===== config.mk =====
export PLATFORM = sky130hd
export DESIGN_NAME = apl_load_unit
export DESIGN_NICKNAME = d
export VERILOG_FILES = /design/src/include/apl_pkg.sv /design/src/hdl/apl_addr_map.sv /design/src/hdl/apl_aux_regs.sv /design/src/hdl/apl_load_unit.sv
export SDC_FILE = /design/constraint.sdc
export NUM_CORES = 1
export LEC_CHECK = 0
export BUFFER_PORTS_ARGS = -buffer_cell sky130_fd_sc_hd__buf_2
export CAP_MARGIN = 20
export CORE_MARGIN = 2
export CORE_UTILIZATION = 63
export CTS_CLUSTER_DIAMETER = 100
export CTS_CLUSTER_SIZE = 20
export DETAILED_ROUTE_END_ITERATION = 8
export HOLD_SLACK_MARGIN = 0.08
export PLACE_DENSITY = 0.88
export SLEW_MARGIN = 20
export SYNTH_ARGS = -nofsm -noshare
export SYNTH_HDL_FRONTEND = slang
export SYNTH_SLANG_ARGS = --single-unit
export TNS_END_PERCENT = 20

===== constraint.sdc =====
create_clock -name sys_clk -period 14.7 [get_ports sys_clk]
set_clock_uncertainty 0.2 [all_clocks]
set_input_delay 2.94 -clock sys_clk [delete_from_list [all_inputs] [get_ports sys_clk]]
set_output_delay 2.94 -clock sys_clk [all_outputs]
set_load 0.02 [all_outputs]

===== src/include/apl_pkg.sv =====
/*
  Constants, opcode patterns and types of the auxiliary pointer and page
  load unit. Assumes a core that fetches one 16-bit word per cycle.
*/
package apl_pkg;
  // ==========================================================================
  // widths and opcode patterns
  localparam int unsigned AUX_W = 16;
  localparam int unsigned PAGE_W = 9;
  localparam logic [4:0] OP_AUX_MEM    = 5'h06;
  localparam logic [4:0] OP_AUX_SHORT  = 5'h18;
  localparam logic [4:0] OP_AUX_LONG   = 5'h1a;
  localparam logic [6:0] OP_PAGE_IMM   = 7'h64;
  localparam logic [7:0] OP_STAT_ZERO  = 8'h50;
  localparam logic [7:0] OP_STAT_ONE   = 8'h51;
  localparam logic [7:0] OP_PAGE_MEM   = 8'h52;
  localparam logic [7:0] OP_PROD_HIGH  = 8'h53;
  localparam logic [7:0] OP_MOD_AUX    = 8'h55;
  // ==========================================================================
  // field positions
  localparam int unsigned IND_BIT  = 7;
  localparam int unsigned INC_BIT  = 5;
  localparam int unsigned DEC_BIT  = 4;
  localparam int unsigned NARP_BIT = 3;
  localparam int unsigned PTR_HI   = 15;
  localparam int unsigned PTR_LO   = 13;
  localparam int unsigned SIGN_BIT = 10;
  // ==========================================================================
  // memory map
  localparam logic [8:0] PAGE_EXT_MIN = 9'h008;
  localparam logic [8:0] PAGE_B01_LO  = 9'h004;
  localparam logic [8:0] PAGE_B01_HI  = 9'h007;
  localparam logic [8:0] PAGE_BLK2    = 9'h000;
  localparam logic [6:0] BLK2_OFS_MIN = 7'h60;
  // ==========================================================================
  // reset values and timing
  localparam logic [2:0]  PTR_RST  = 3'h0;
  localparam logic [8:0]  PAGE_RST = 9'h000;
  localparam logic        SIGN_RST = 1'b1;
  localparam logic [15:0] PC_RST  = 16'h0000;
  localparam logic [15:0] PC_STEP_SHORT = 16'h0001;
  localparam logic [15:0] PC_STEP_LONG  = 16'h0002;
  localparam int unsigned LONG_CYCLES   = 2;

  typedef enum logic [2:0] {
    ST_IDLE  = 3'b000,
    ST_ISSUE = 3'b001,
    ST_MEM   = 3'b010,
    ST_LONG  = 3'b011,
    ST_WAIT  = 3'b100
  } apl_state_e;

  typedef enum logic [3:0] {
    K_NONE = 4'h0, K_AUX_MEM = 4'h1, K_AUX_SHORT = 4'h2, K_MOD_AUX = 4'h3,
    K_PAGE_MEM = 4'h4, K_PAGE_IMM = 4'h5, K_PROD_HIGH = 4'h6, K_AUX_LONG = 4'h7,
    K_STAT_ZERO = 4'h8, K_STAT_ONE = 4'h9
  } apl_op_e;
endpackage : apl_pkg


===== src/hdl/apl_addr_map.sv =====
/*
  Routes a 16-bit data address to external memory or an on-chip block.
  Purely combinational; the caller passes the outputs out unqualified by its dataRead strobe.
*/
`timescale 1ns/1ps
module apl_addr_map (
  input  wire logic [15:0] addr,
  output logic             toExternal,
  output logic             toBlock01,
  output logic             toBlock2
);
  logic [8:0] page;
  assign page = addr[15:7];

  // ==========================================================================
  // page routing
  always_comb begin
    toExternal = (page >= apl_pkg::PAGE_EXT_MIN);
    toBlock01  = (page >= apl_pkg::PAGE_B01_LO) && (page <= apl_pkg::PAGE_B01_HI);
    toBlock2   = (page == apl_pkg::PAGE_BLK2) && (addr[6:0] >= apl_pkg::BLK2_OFS_MIN);
  end
endmodule : apl_addr_map


===== src/hdl/apl_aux_regs.sv =====
/*
  Eight auxiliary registers with one write port and two read ports.
  Assumes the controller never writes two registers in one cycle.
*/
`timescale 1ns/1ps
module apl_aux_regs (
  input  wire logic        sys_clk,
  input  wire logic        rst_n,
  input  wire logic        wrEn,
  input  wire logic [2:0]  wrSel,
  input  wire logic [15:0] wrData,
  input  wire logic [2:0]  rdSelA,
  output logic      [15:0] rdDataA,
  input  wire logic [2:0]  rdSelB,
  output logic      [15:0] rdDataB
);
  logic [15:0] aux_reg [8];

  // ==========================================================================
  // register array
  genvar i;
  generate
    for (i = 0; i < 8; i++) begin : g_aux
      logic [15:0] aux_next;
      always_comb begin
        aux_next = aux_reg[i];
        if (wrEn && wrSel == 3'(i)) begin
          aux_next = wrData;
        end
      end
      always_ff @(posedge sys_clk or negedge rst_n) begin
        if (!rst_n) begin
          aux_reg[i] <= 16'h0000;
        end else begin
          aux_reg[i] <= aux_next;
        end
      end
    end
  endgenerate

  assign rdDataA = aux_reg[rdSelA];
  assign rdDataB = aux_reg[rdSelB];
endmodule : apl_aux_regs


===== src/hdl/apl_load_unit.sv =====
/*
  Executes the auxiliary, pointer, page and product-high load instructions.
  Assumes memData answers a dataRead one cycle later and comes from this
  clock domain; the repeat count is given together with the instruction.
*/
`timescale 1ns/1ps
module apl_load_unit (
  input  wire logic        sys_clk,
  input  wire logic        rst_n,
  input  wire logic        instrValid,
  input  wire logic [15:0] instrWord,
  output logic             instrReady,
  input  wire logic [7:0]  rptCount,
  input  wire logic        progExternal,
  input  wire logic [3:0]  progWaits,
  output logic             dataRead,
  output logic      [15:0] dataAddr,
  input  wire logic [15:0] memData,
  output logic             toExternal,
  output logic             toBlock01,
  output logic             toBlock2,
  input  wire logic        mulLoad,
  input  wire logic [31:0] mulProduct,
  input  wire logic [2:0]  auxSel,
  output logic      [15:0] auxValue,
  output logic      [2:0]  auxPointer,
  output logic      [2:0]  auxBuffer,
  output logic      [8:0]  dataPage,
  output logic             signExtMode,
  output logic      [15:0] progCounter,
  output logic      [31:0] productReg,
  output logic             repeatRefused
);
  // ==========================================================================
  // decoding
  function automatic apl_pkg::apl_op_e decodeOp(input logic [15:0] w);
    if (w[15:11] == apl_pkg::OP_AUX_MEM) begin
      decodeOp = apl_pkg::K_AUX_MEM;
    end else if (w[15:11] == apl_pkg::OP_AUX_SHORT) begin
      decodeOp = apl_pkg::K_AUX_SHORT;
    end else if (w[15:11] == apl_pkg::OP_AUX_LONG && w[7:0] == 8'h00) begin
      decodeOp = apl_pkg::K_AUX_LONG;
    end else if (w[15:9] == apl_pkg::OP_PAGE_IMM) begin
      decodeOp = apl_pkg::K_PAGE_IMM;
    end else begin
      case (w[15:8])
        apl_pkg::OP_STAT_ZERO: decodeOp = apl_pkg::K_STAT_ZERO;
        apl_pkg::OP_STAT_ONE:  decodeOp = apl_pkg::K_STAT_ONE;
        apl_pkg::OP_PAGE_MEM:  decodeOp = apl_pkg::K_PAGE_MEM;
        apl_pkg::OP_PROD_HIGH: decodeOp = apl_pkg::K_PROD_HIGH;
        apl_pkg::OP_MOD_AUX:   decodeOp = apl_pkg::K_MOD_AUX;
        default:          decodeOp = apl_pkg::K_NONE;
      endcase
    end
  endfunction : decodeOp

  function automatic logic canRepeat(input apl_pkg::apl_op_e k);
    canRepeat = !(k == apl_pkg::K_AUX_SHORT || k == apl_pkg::K_PAGE_IMM ||
                  k == apl_pkg::K_AUX_LONG || k == apl_pkg::K_NONE);
  endfunction : canRepeat

  apl_pkg::apl_state_e state_reg, state_next;
  logic [15:0] instr_reg, instr_next, pc_reg, pc_next;
  logic [7:0]  rpt_reg, rpt_next;
  logic [4:0]  wait_reg, wait_next;
  logic [2:0]  ptr_reg, ptr_next, pbuf_reg, pbuf_next;
  logic [8:0]  page_reg, page_next;
  logic        sign_reg, sign_next;
  logic [31:0] prod_reg, prod_next;

  logic [15:0] cur, auxCur, auxWrData;
  logic [2:0]  auxWrSel;
  logic        auxWrEn, execOn, finish, isMem;
  logic [4:0]  finWaits;
  apl_pkg::apl_op_e op, memOp;

  assign cur    = (state_reg == apl_pkg::ST_IDLE) ? instrWord : instr_reg;
  assign op     = decodeOp(cur);
  assign memOp  = decodeOp(instr_reg);
  assign execOn = (state_reg == apl_pkg::ST_IDLE && instrValid) ||
                  (state_reg == apl_pkg::ST_ISSUE);
  assign isMem  = op == apl_pkg::K_AUX_MEM || op == apl_pkg::K_PAGE_MEM ||
                  op == apl_pkg::K_PROD_HIGH || op == apl_pkg::K_STAT_ZERO ||
                  op == apl_pkg::K_STAT_ONE;
  assign dataAddr = cur[apl_pkg::IND_BIT] ? auxCur : {page_reg, cur[6:0]};

  apl_aux_regs u_aux (
    .sys_clk (sys_clk),
    .rst_n   (rst_n),
    .wrEn    (auxWrEn),
    .wrSel   (auxWrSel),
    .wrData  (auxWrData),
    .rdSelA  (ptr_reg),
    .rdDataA (auxCur),
    .rdSelB  (auxSel),
    .rdDataB (auxValue)
  );

  apl_addr_map u_map (
    .addr       (dataAddr),
    .toExternal (toExternal),
    .toBlock01  (toBlock01),
    .toBlock2   (toBlock2)
  );

  // ==========================================================================
  // execution control
  always_comb begin
    state_next = state_reg;
    instr_next = instr_reg;
    rpt_next   = rpt_reg;
    wait_next  = wait_reg;
    ptr_next   = ptr_reg;
    pbuf_next  = pbuf_reg;
    page_next  = page_reg;
    sign_next  = sign_reg;
    pc_next    = pc_reg;
    prod_next  = mulLoad ? mulProduct : prod_reg;
    auxWrEn    = 1'b0;
    auxWrSel   = ptr_reg;
    auxWrData  = auxCur;
    dataRead   = 1'b0;
    instrReady = 1'b0;
    repeatRefused = 1'b0;
    finish     = 1'b0;
    finWaits   = {1'b0, progWaits};
    case (state_reg)
      apl_pkg::ST_IDLE, apl_pkg::ST_ISSUE: begin
        instrReady = (state_reg == apl_pkg::ST_IDLE);
        if (execOn) begin
          if (state_reg == apl_pkg::ST_IDLE) begin
            instr_next = instrWord;
            rpt_next = canRepeat(op) ? rptCount : 8'h00;
            repeatRefused = !canRepeat(op) && rptCount != 8'h00;
            pc_next = pc_reg + ((op == apl_pkg::K_AUX_LONG) ? apl_pkg::PC_STEP_LONG
                                                            : apl_pkg::PC_STEP_SHORT);
          end
          if (cur[apl_pkg::IND_BIT] && (isMem || op == apl_pkg::K_MOD_AUX)) begin
            if ((cur[apl_pkg::INC_BIT] || cur[apl_pkg::DEC_BIT]) &&
                !(op == apl_pkg::K_AUX_MEM && cur[10:8] == ptr_reg)) begin
              auxWrEn   = 1'b1;
              auxWrData = cur[apl_pkg::INC_BIT] ? auxCur + 16'h0001 : auxCur - 16'h0001;
            end
            if (cur[apl_pkg::NARP_BIT] && op != apl_pkg::K_STAT_ZERO &&
                op != apl_pkg::K_STAT_ONE) begin
              pbuf_next = ptr_reg;
              ptr_next  = cur[2:0];
            end
          end
          case (op)
            apl_pkg::K_AUX_SHORT: begin
              auxWrEn   = 1'b1;
              auxWrSel  = cur[10:8];
              auxWrData = {8'h00, cur[7:0]};
              finish    = 1'b1;
            end
            apl_pkg::K_PAGE_IMM: begin
              page_next = cur[8:0];
              finish    = 1'b1;
            end
            apl_pkg::K_AUX_LONG: begin
              state_next = apl_pkg::ST_LONG;
            end
            apl_pkg::K_MOD_AUX, apl_pkg::K_NONE: begin
              finish = 1'b1;
            end
            default: begin
              dataRead   = 1'b1;
              state_next = apl_pkg::ST_MEM;
            end
          endcase
        end
      end
      apl_pkg::ST_MEM: begin
        finish = 1'b1;
        case (memOp)
          apl_pkg::K_AUX_MEM: begin
            auxWrEn   = 1'b1;
            auxWrSel  = instr_reg[10:8];
            auxWrData = memData;
          end
          apl_pkg::K_PAGE_MEM:  page_next = memData[8:0];
          apl_pkg::K_PROD_HIGH: prod_next[31:16] = memData;
          apl_pkg::K_STAT_ZERO: begin
            ptr_next  = memData[apl_pkg::PTR_HI:apl_pkg::PTR_LO];
            page_next = memData[8:0];
          end
          apl_pkg::K_STAT_ONE: begin
            pbuf_next = memData[apl_pkg::PTR_HI:apl_pkg::PTR_LO];
            ptr_next  = memData[apl_pkg::PTR_HI:apl_pkg::PTR_LO];
            sign_next = memData[apl_pkg::SIGN_BIT];
          end
          default: begin
          end
        endcase
      end
      apl_pkg::ST_LONG: begin
        instrReady = 1'b1;
        if (instrValid) begin
          auxWrEn   = 1'b1;
          auxWrSel  = instr_reg[10:8];
          auxWrData = instrWord;
          finish    = 1'b1;
          finWaits  = {progWaits, 1'b0};
        end
      end
      apl_pkg::ST_WAIT: begin
        wait_next = wait_reg - 5'h01;
        if (wait_reg == 5'h01) begin
          state_next = apl_pkg::ST_IDLE;
        end
      end
      default: state_next = apl_pkg::ST_IDLE;
    endcase
    if (finish) begin
      if (rpt_next != 8'h00) begin
        rpt_next   = rpt_next - 8'h01;
        state_next = apl_pkg::ST_ISSUE;
      end else if (progExternal && finWaits != 5'h00) begin
        wait_next  = finWaits;
        state_next = apl_pkg::ST_WAIT;
      end else begin
        state_next = apl_pkg::ST_IDLE;
      end
    end
  end

  always_ff @(posedge sys_clk or negedge rst_n) begin
    if (!rst_n) begin
      state_reg <= apl_pkg::ST_IDLE;
      instr_reg <= 16'h0000;
      rpt_reg   <= 8'h00;
      wait_reg  <= 5'h00;
      ptr_reg   <= apl_pkg::PTR_RST;
      pbuf_reg  <= apl_pkg::PTR_RST;
      page_reg  <= apl_pkg::PAGE_RST;
      sign_reg  <= apl_pkg::SIGN_RST;
      pc_reg    <= apl_pkg::PC_RST;
      prod_reg  <= 32'h00000000;
    end else begin
      state_reg <= state_next;
      instr_reg <= instr_next;
      rpt_reg   <= rpt_next;
      wait_reg  <= wait_next;
      ptr_reg   <= ptr_next;
      pbuf_reg  <= pbuf_next;
      page_reg  <= page_next;
      sign_reg  <= sign_next;
      pc_reg    <= pc_next;
      prod_reg  <= prod_next;
    end
  end

  assign auxPointer  = ptr_reg;
  assign auxBuffer   = pbuf_reg;
  assign dataPage    = page_reg;
  assign signExtMode = sign_reg;
  assign progCounter = pc_reg;
  assign productReg  = prod_reg;
endmodule : apl_load_unit


# Word level (Yosys, flattened, before mapping)
# Cells that the tools add are included.
[totals]
reg_bits = 224
in_bits = 84
out_inout_bits = 102
elab_cells = 229
[op_classes]
addsub = 5
n_lt_le_gt_ge = 6
eq_ne = 58
n_mux = 85
bitwise = 2
n_reduce_logical = 54
[op_table]
columns = ["cell", "n"]
rows = [
  ["two-way mux 16 bit", 15],
  ["binary-select mux 16 bit (select 3 bit)", 2],
  ["equality test 8 x 7 -> 1 bit, second input constant", 10],
  ["two-way mux 3 bit", 17],
  ["two-way mux 8 bit", 6],
  ["one-hot mux 16 bit (3 select lines)", 1],
  ["one-hot mux 4 bit (5 select lines)", 2],
  ["two-way mux 32 bit", 1],
  ["two-way mux 4 bit", 8],
  ["two-way mux 5 bit", 6],
  ["two-way mux 9 bit", 3],
  ["equality test 4 x 3 -> 1 bit, second input constant", 6],
  ["equality test 5 bit, second input constant", 4],
  ["logical AND 1 bit", 20],
  ["one-hot mux 3 bit (2 select lines)", 3],
  ["one-hot mux 3 bit (3 select lines)", 2],
  ["one-hot mux 9 bit (2 select lines)", 1],
  ["adder 16 x 1 -> 16 bit, second input constant", 1],
  ["adder 16 x 2 -> 16 bit", 1],
  ["equality test 4 bit, second input constant", 4],
  ["zero test 8 bit", 2],
  ["nonzero test 8 bit", 2],
  ["subtractor 16 x 1 -> 16 bit, second input constant", 1],
  ["equality test 3 bit, second input constant", 5],
  ["other kinds (38)", 87],
]

# Longest topological paths before layout
[depth]
ltp_word = 20
ltp_mapped = 16
mapped_depth_nobuf = 12

# By module
# Synthesis repeated with hierarchy kept, for this count alone.
[hier_totals]
hier_cells = 1213
area_unflattened_um2 = 13987.2
[modules_own_cells]
columns = ["module", "n_inst", "cells_per_inst", "area_each_um2"]
rows = [
  ["apl_aux_regs", 1, 393, 6998.0],
  ["apl_load_unit", 1, 812, 6930.4],
  ["apl_addr_map", 1, 8, 58.8],
]

# Worst setup path after synthesis
# No wires, ideal clock.
[synth_path]
kind = "input port to output port"
start = "input instrWord[15]"
end = "output repeatRefused"
arrival_ns = 4.657
required_time_ns = 11.560
setup_slack_ns = 6.903
path_stages = 5
path_buffers = 0
cell_sequence = "or4b_2 > and2_1 > o31ai_1 > nor2_1 > a311oi_1"
[synth_via]
elab_chain_cells = 15
[synth_lines]
columns = ["element", "line_no", "rtl"]
rows = [
  ["from (decl)", "apl_load_unit.sv:11", "input wire logic [15:0] instrWord,"],
  ["two-way mux 16 bit (*)", "n/a", ""],
  ["equality test 8 x 7 -> 1 bit", "apl_load_unit.sv:46", "case (w[15:8])"],
  ["one-hot mux 4 bit (5 select lines)", "apl_load_unit.sv:46", ""],
  ["two-way mux 4 bit", "apl_load_unit.sv:43", "end else if (w[15:9] == apl_pkg::OP_PAGE_IMM) begin"],
  ["two-way mux 4 bit", "apl_load_unit.sv:41", "end else if (w[15:11] == apl_pkg::OP_AUX_LONG && w[7:0] == 8'h00) begin"],
  ["two-way mux 4 bit", "apl_load_unit.sv:39", "end else if (w[15:11] == apl_pkg::OP_AUX_SHORT) begin"],
  ["two-way mux 4 bit (*)", "apl_load_unit.sv:37", "if (w[15:11] == apl_pkg::OP_AUX_MEM) begin"],
  ["equality test 4 x 2 -> 1 bit / equality test 4 x 3 -> 1 bit (equally long branches)", "apl_load_unit.sv:58", "canRepeat = !(k == apl_pkg::K_AUX_SHORT || k == apl_pkg::K_PAGE_IMM ||"],
  ["logical OR 1 bit (2 in series)", "apl_load_unit.sv:58", ""],
  ["logical OR 1 bit (*)", "apl_load_unit.sv:59", "k == apl_pkg::K_AUX_LONG || k == apl_pkg::K_NONE);"],
  ["logical AND 1 bit (*)", "apl_load_unit.sv:134", "repeatRefused = !canRepeat(op) && rptCount != 8'h00;"],
  ["two-way mux 1 bit (*)", "apl_load_unit.sv:131", "if (state_reg == apl_pkg::ST_IDLE) begin"],
  ["two-way mux 1 bit (*)", "apl_load_unit.sv:130", "if (execOn) begin"],
  ["two-way mux 1 bit (*)", "apl_load_unit.sv:127", "case (state_reg)"],
  ["to (decl)", "apl_load_unit.sv:32", "output logic repeatRefused"],
]
# Mark *: on every way between the ends. The rest lies on a longest branch, timed or not.

# Worst setup path after layout
# Ends and elaborated chain as after synthesis.

==> results.toml <==
[status]
outcome = "finished, final reports clean"

[finish]
largest_register_ffs = 128
drive_gt1_share_pct = 33.9
nFillCells = 1526
final_nets = 1487
n_antenna_cell = 0
areaGrowthSynthToFinish_pct = 10.9

[die]
core_um2 = 21700
io_pins = 186
dieHeight_um = 152
num_rows = 54
die-area_um2 = 23200
start_util_pct = 63.9
die_w_um = 152

[place]
pre_cts_slack_ns = 6.63
gp_congestion = 1.00
hpwl_um = 27600
numPortBuffers = 185

[clocking]
clk_pin_slew_worst_paths_ns = 0.08
cts_hold_buf = 0
root_buffer = "clkbuf_16"
ctsResizeCount = 0
cts_max_level = 1
cts.sinks = 224
cts_tree = "built"
clk_path_buf_depth = 3
clk_latency_ns = 0.49
cts_post_setup_buffers_inserted = 0
numCtsBuffers = 15

[power_and_ir_drop]
p_seq_share_pct = 29.0
p_leak_uw = 0.00718
p_comb_share_pct = 59.3
power.total_uw = 3440
intPower_uw = 1820
clockPowerShare_pct = 11.7
p_per_area_nw_per_um2 = 224
ir_worst_vdd_v = 0.000156
p_switching_uw = 1620
p_sw_share_pct = 47.1

[logic_synthesis]
syn_area_um2 = 13900
synthesis.nets = 1339
synth-main-ff-cell = "dfrtp_1"
synthTopCellsByCount = "223 x dfrtp_1, 135 x mux2_2, 121 x nand2_1"
synth.distinct_cells = 94
netlist.area_leader.share_pct = 40.3
ys_top_cells_by_area = "dfrtp_1 40%, mux2_2 11%, mux4_2 10%"
syn_avg_cell_area_um2 = 11.2
synth_seq_area_share_pct = 40.5
ys_seq_elements = 224
yosysMostFrequentCell = "dfrtp_1"
ys_warn_count = 0
synth.largest_area_cell = "dfrtp_1"
synth_edf_count = 0
async_flop_share_pct = 100
syn_inst = 1234

[detailed_routing]
topRoutingLayerUsed = "met4"
wl_per_cell_um = 23.6
num_vias = 11200
drt-met1-wl_um = 15400
firstDrtPassIters = 5
routed_wl_um = 39300
wl_met3_um = 3550
route.met2.wl_um = 19000
first_iter_violations = 1068
ant_nets = 0
vias_per_cell = 6.71
drc = 0

[setup_path]
crit_path_start_kind = "primary input"
critPathKind = "primary input to output port"
critPathMaxFanout = 5
cp.required_ns = 11.56
crit_path_end_kind = "output port"
r2r_slack_ns = 9.49
arrival_ns = 4.82

[sta]
final.setup.worst_slack_ns = 6.74
worst_slew_pin_slew_ns = 1.24
fin_crit_ns = 7.96
final-setup-viol-count = 0
slew_headroom_pct = 16.9
clock.fmax_ghz = 0.126
rsz0062_at_grt = "false"
maxSlewViolCount = 0
tns_ns = 0
hold_violations = 0
min_period_over_period_pct = 54.1

[grt]
antenna_found_initial = 0
grt-ovfl-total = 0
first_global_vias = 11300
grt.total_usage_pct = 33.8
grt_start_max_net_pins = 99
grt_pass1_wl_um = 62300

[job]
max_cap_viol_count = 0

[min_path]
hold_class = "flip-flop to flip-flop"
-- final timing paths --
path                       depth (start not counted)                   startpoint                             end
min in group asynchronous                          1                        rst_n            rpt_reg[6]$_DFF_PN0_
min reg2reg                                        1  progCounter[15]$_DFFE_PN0P_     progCounter[15]$_DFFE_PN0P_
min                                                1  progCounter[15]$_DFFE_PN0P_     progCounter[15]$_DFFE_PN0P_
max reg2reg                                       12    auxPointer[0]$_DFFE_PN0P_   u_aux.aux_reg[15]$_DFFE_PN0P_
max                                                7                instrWord[15]                   repeatRefused
max in group asynchronous                          3                        rst_n  u_aux.aux_reg[118]$_DFFE_PN0P_
-- layout make-up --
type                            instances  area (µm²)  area share (%)
Multi-Input combinational cell        919        7850            51.1
Tap cell                              280         350            2.28
Timing Repair Buffer                  203        1070            6.98
Inverter                               19        71.3           0.464
Clock buffer                           19         390            2.54
Sequential cell                       224        5610            36.5
Clock inverter                          2        25.0           0.163
-- cell families (layout without fill, tap and decap cells) --
logic type / Yosys count / after routing / synth area share (%)
simple gates: 336 / 336 / 12.6
fa+ha+maj: 21 / 21 / 2.00
compound gates: 249 / 249 / 12.4
xor+xnor: 37 / 37 / 2.34
mux: 276 / 276 / 27.3
flops: 224 / 224 / 40.5
buf+inv: 91 / 243 / 2.93
-- critical path, stage by stage --
cell and delay, ns:
buf_2 0.12, or4b_2 0.62, and2_1 0.23, o31ai_1 0.19
nor2_1 0.22, a311oi_1 0.28, buf_2 0.22
-- power by group through the flow --
stage,registers (µW),clock network [µW],logic (µW)
detailed placement,997,0,2000
CTS,988,408,2010
global placement,985,0,1940
global route,1020,430,2190
floorplan,972,0,1460
finish,996,402,2040
-- metal layers --
metal | track usage (%) | up-vias
met5 | 0 | -
met4 | 12.7 | 0
met3 | 5.40 | 106
met2 | 56.2 | 639
met1 | 45.3 | 5524
li1 | - | 4908
-- per-stage QoR --
step / instance area, µm² / hold WS (ns) / std cells / util (%)
after floorplan: 13900 / 0.270 / 1234 / -
after global placement: 15000 / 0.258 / 1645 / 68.9
after detailed placement: 15000 / 0.262 / 1645 / 68.9
after CTS: 15400 / 0.273 / 1666 / 70.9
after global routing: 15400 / 0.303 / 1666 / 70.9
final: 15400 / 0.269 / 1666 / 70.9
-- layout by cell type (no fill, tap or decap), drive strengths merged, types with 6 or more instances in the layout --
cell type    n
dfrtp      223
buf        203
mux2       168
nand2      123
nor2        83
a21oi       69
mux4        62
o21ai       60
mux2i       46
xnor2       25
inv         21
nand3       20
a31oi       20
ha          19
clkbuf      19
nor3        17
nand2b      15
xor2        12
and3        12
o21a        10
a221oi      10
nand4       10
nor4         9
a2bb2oi      8
o211ai       8
nor4b        7
nor2b        6
(Power assumes the default switching activity.)
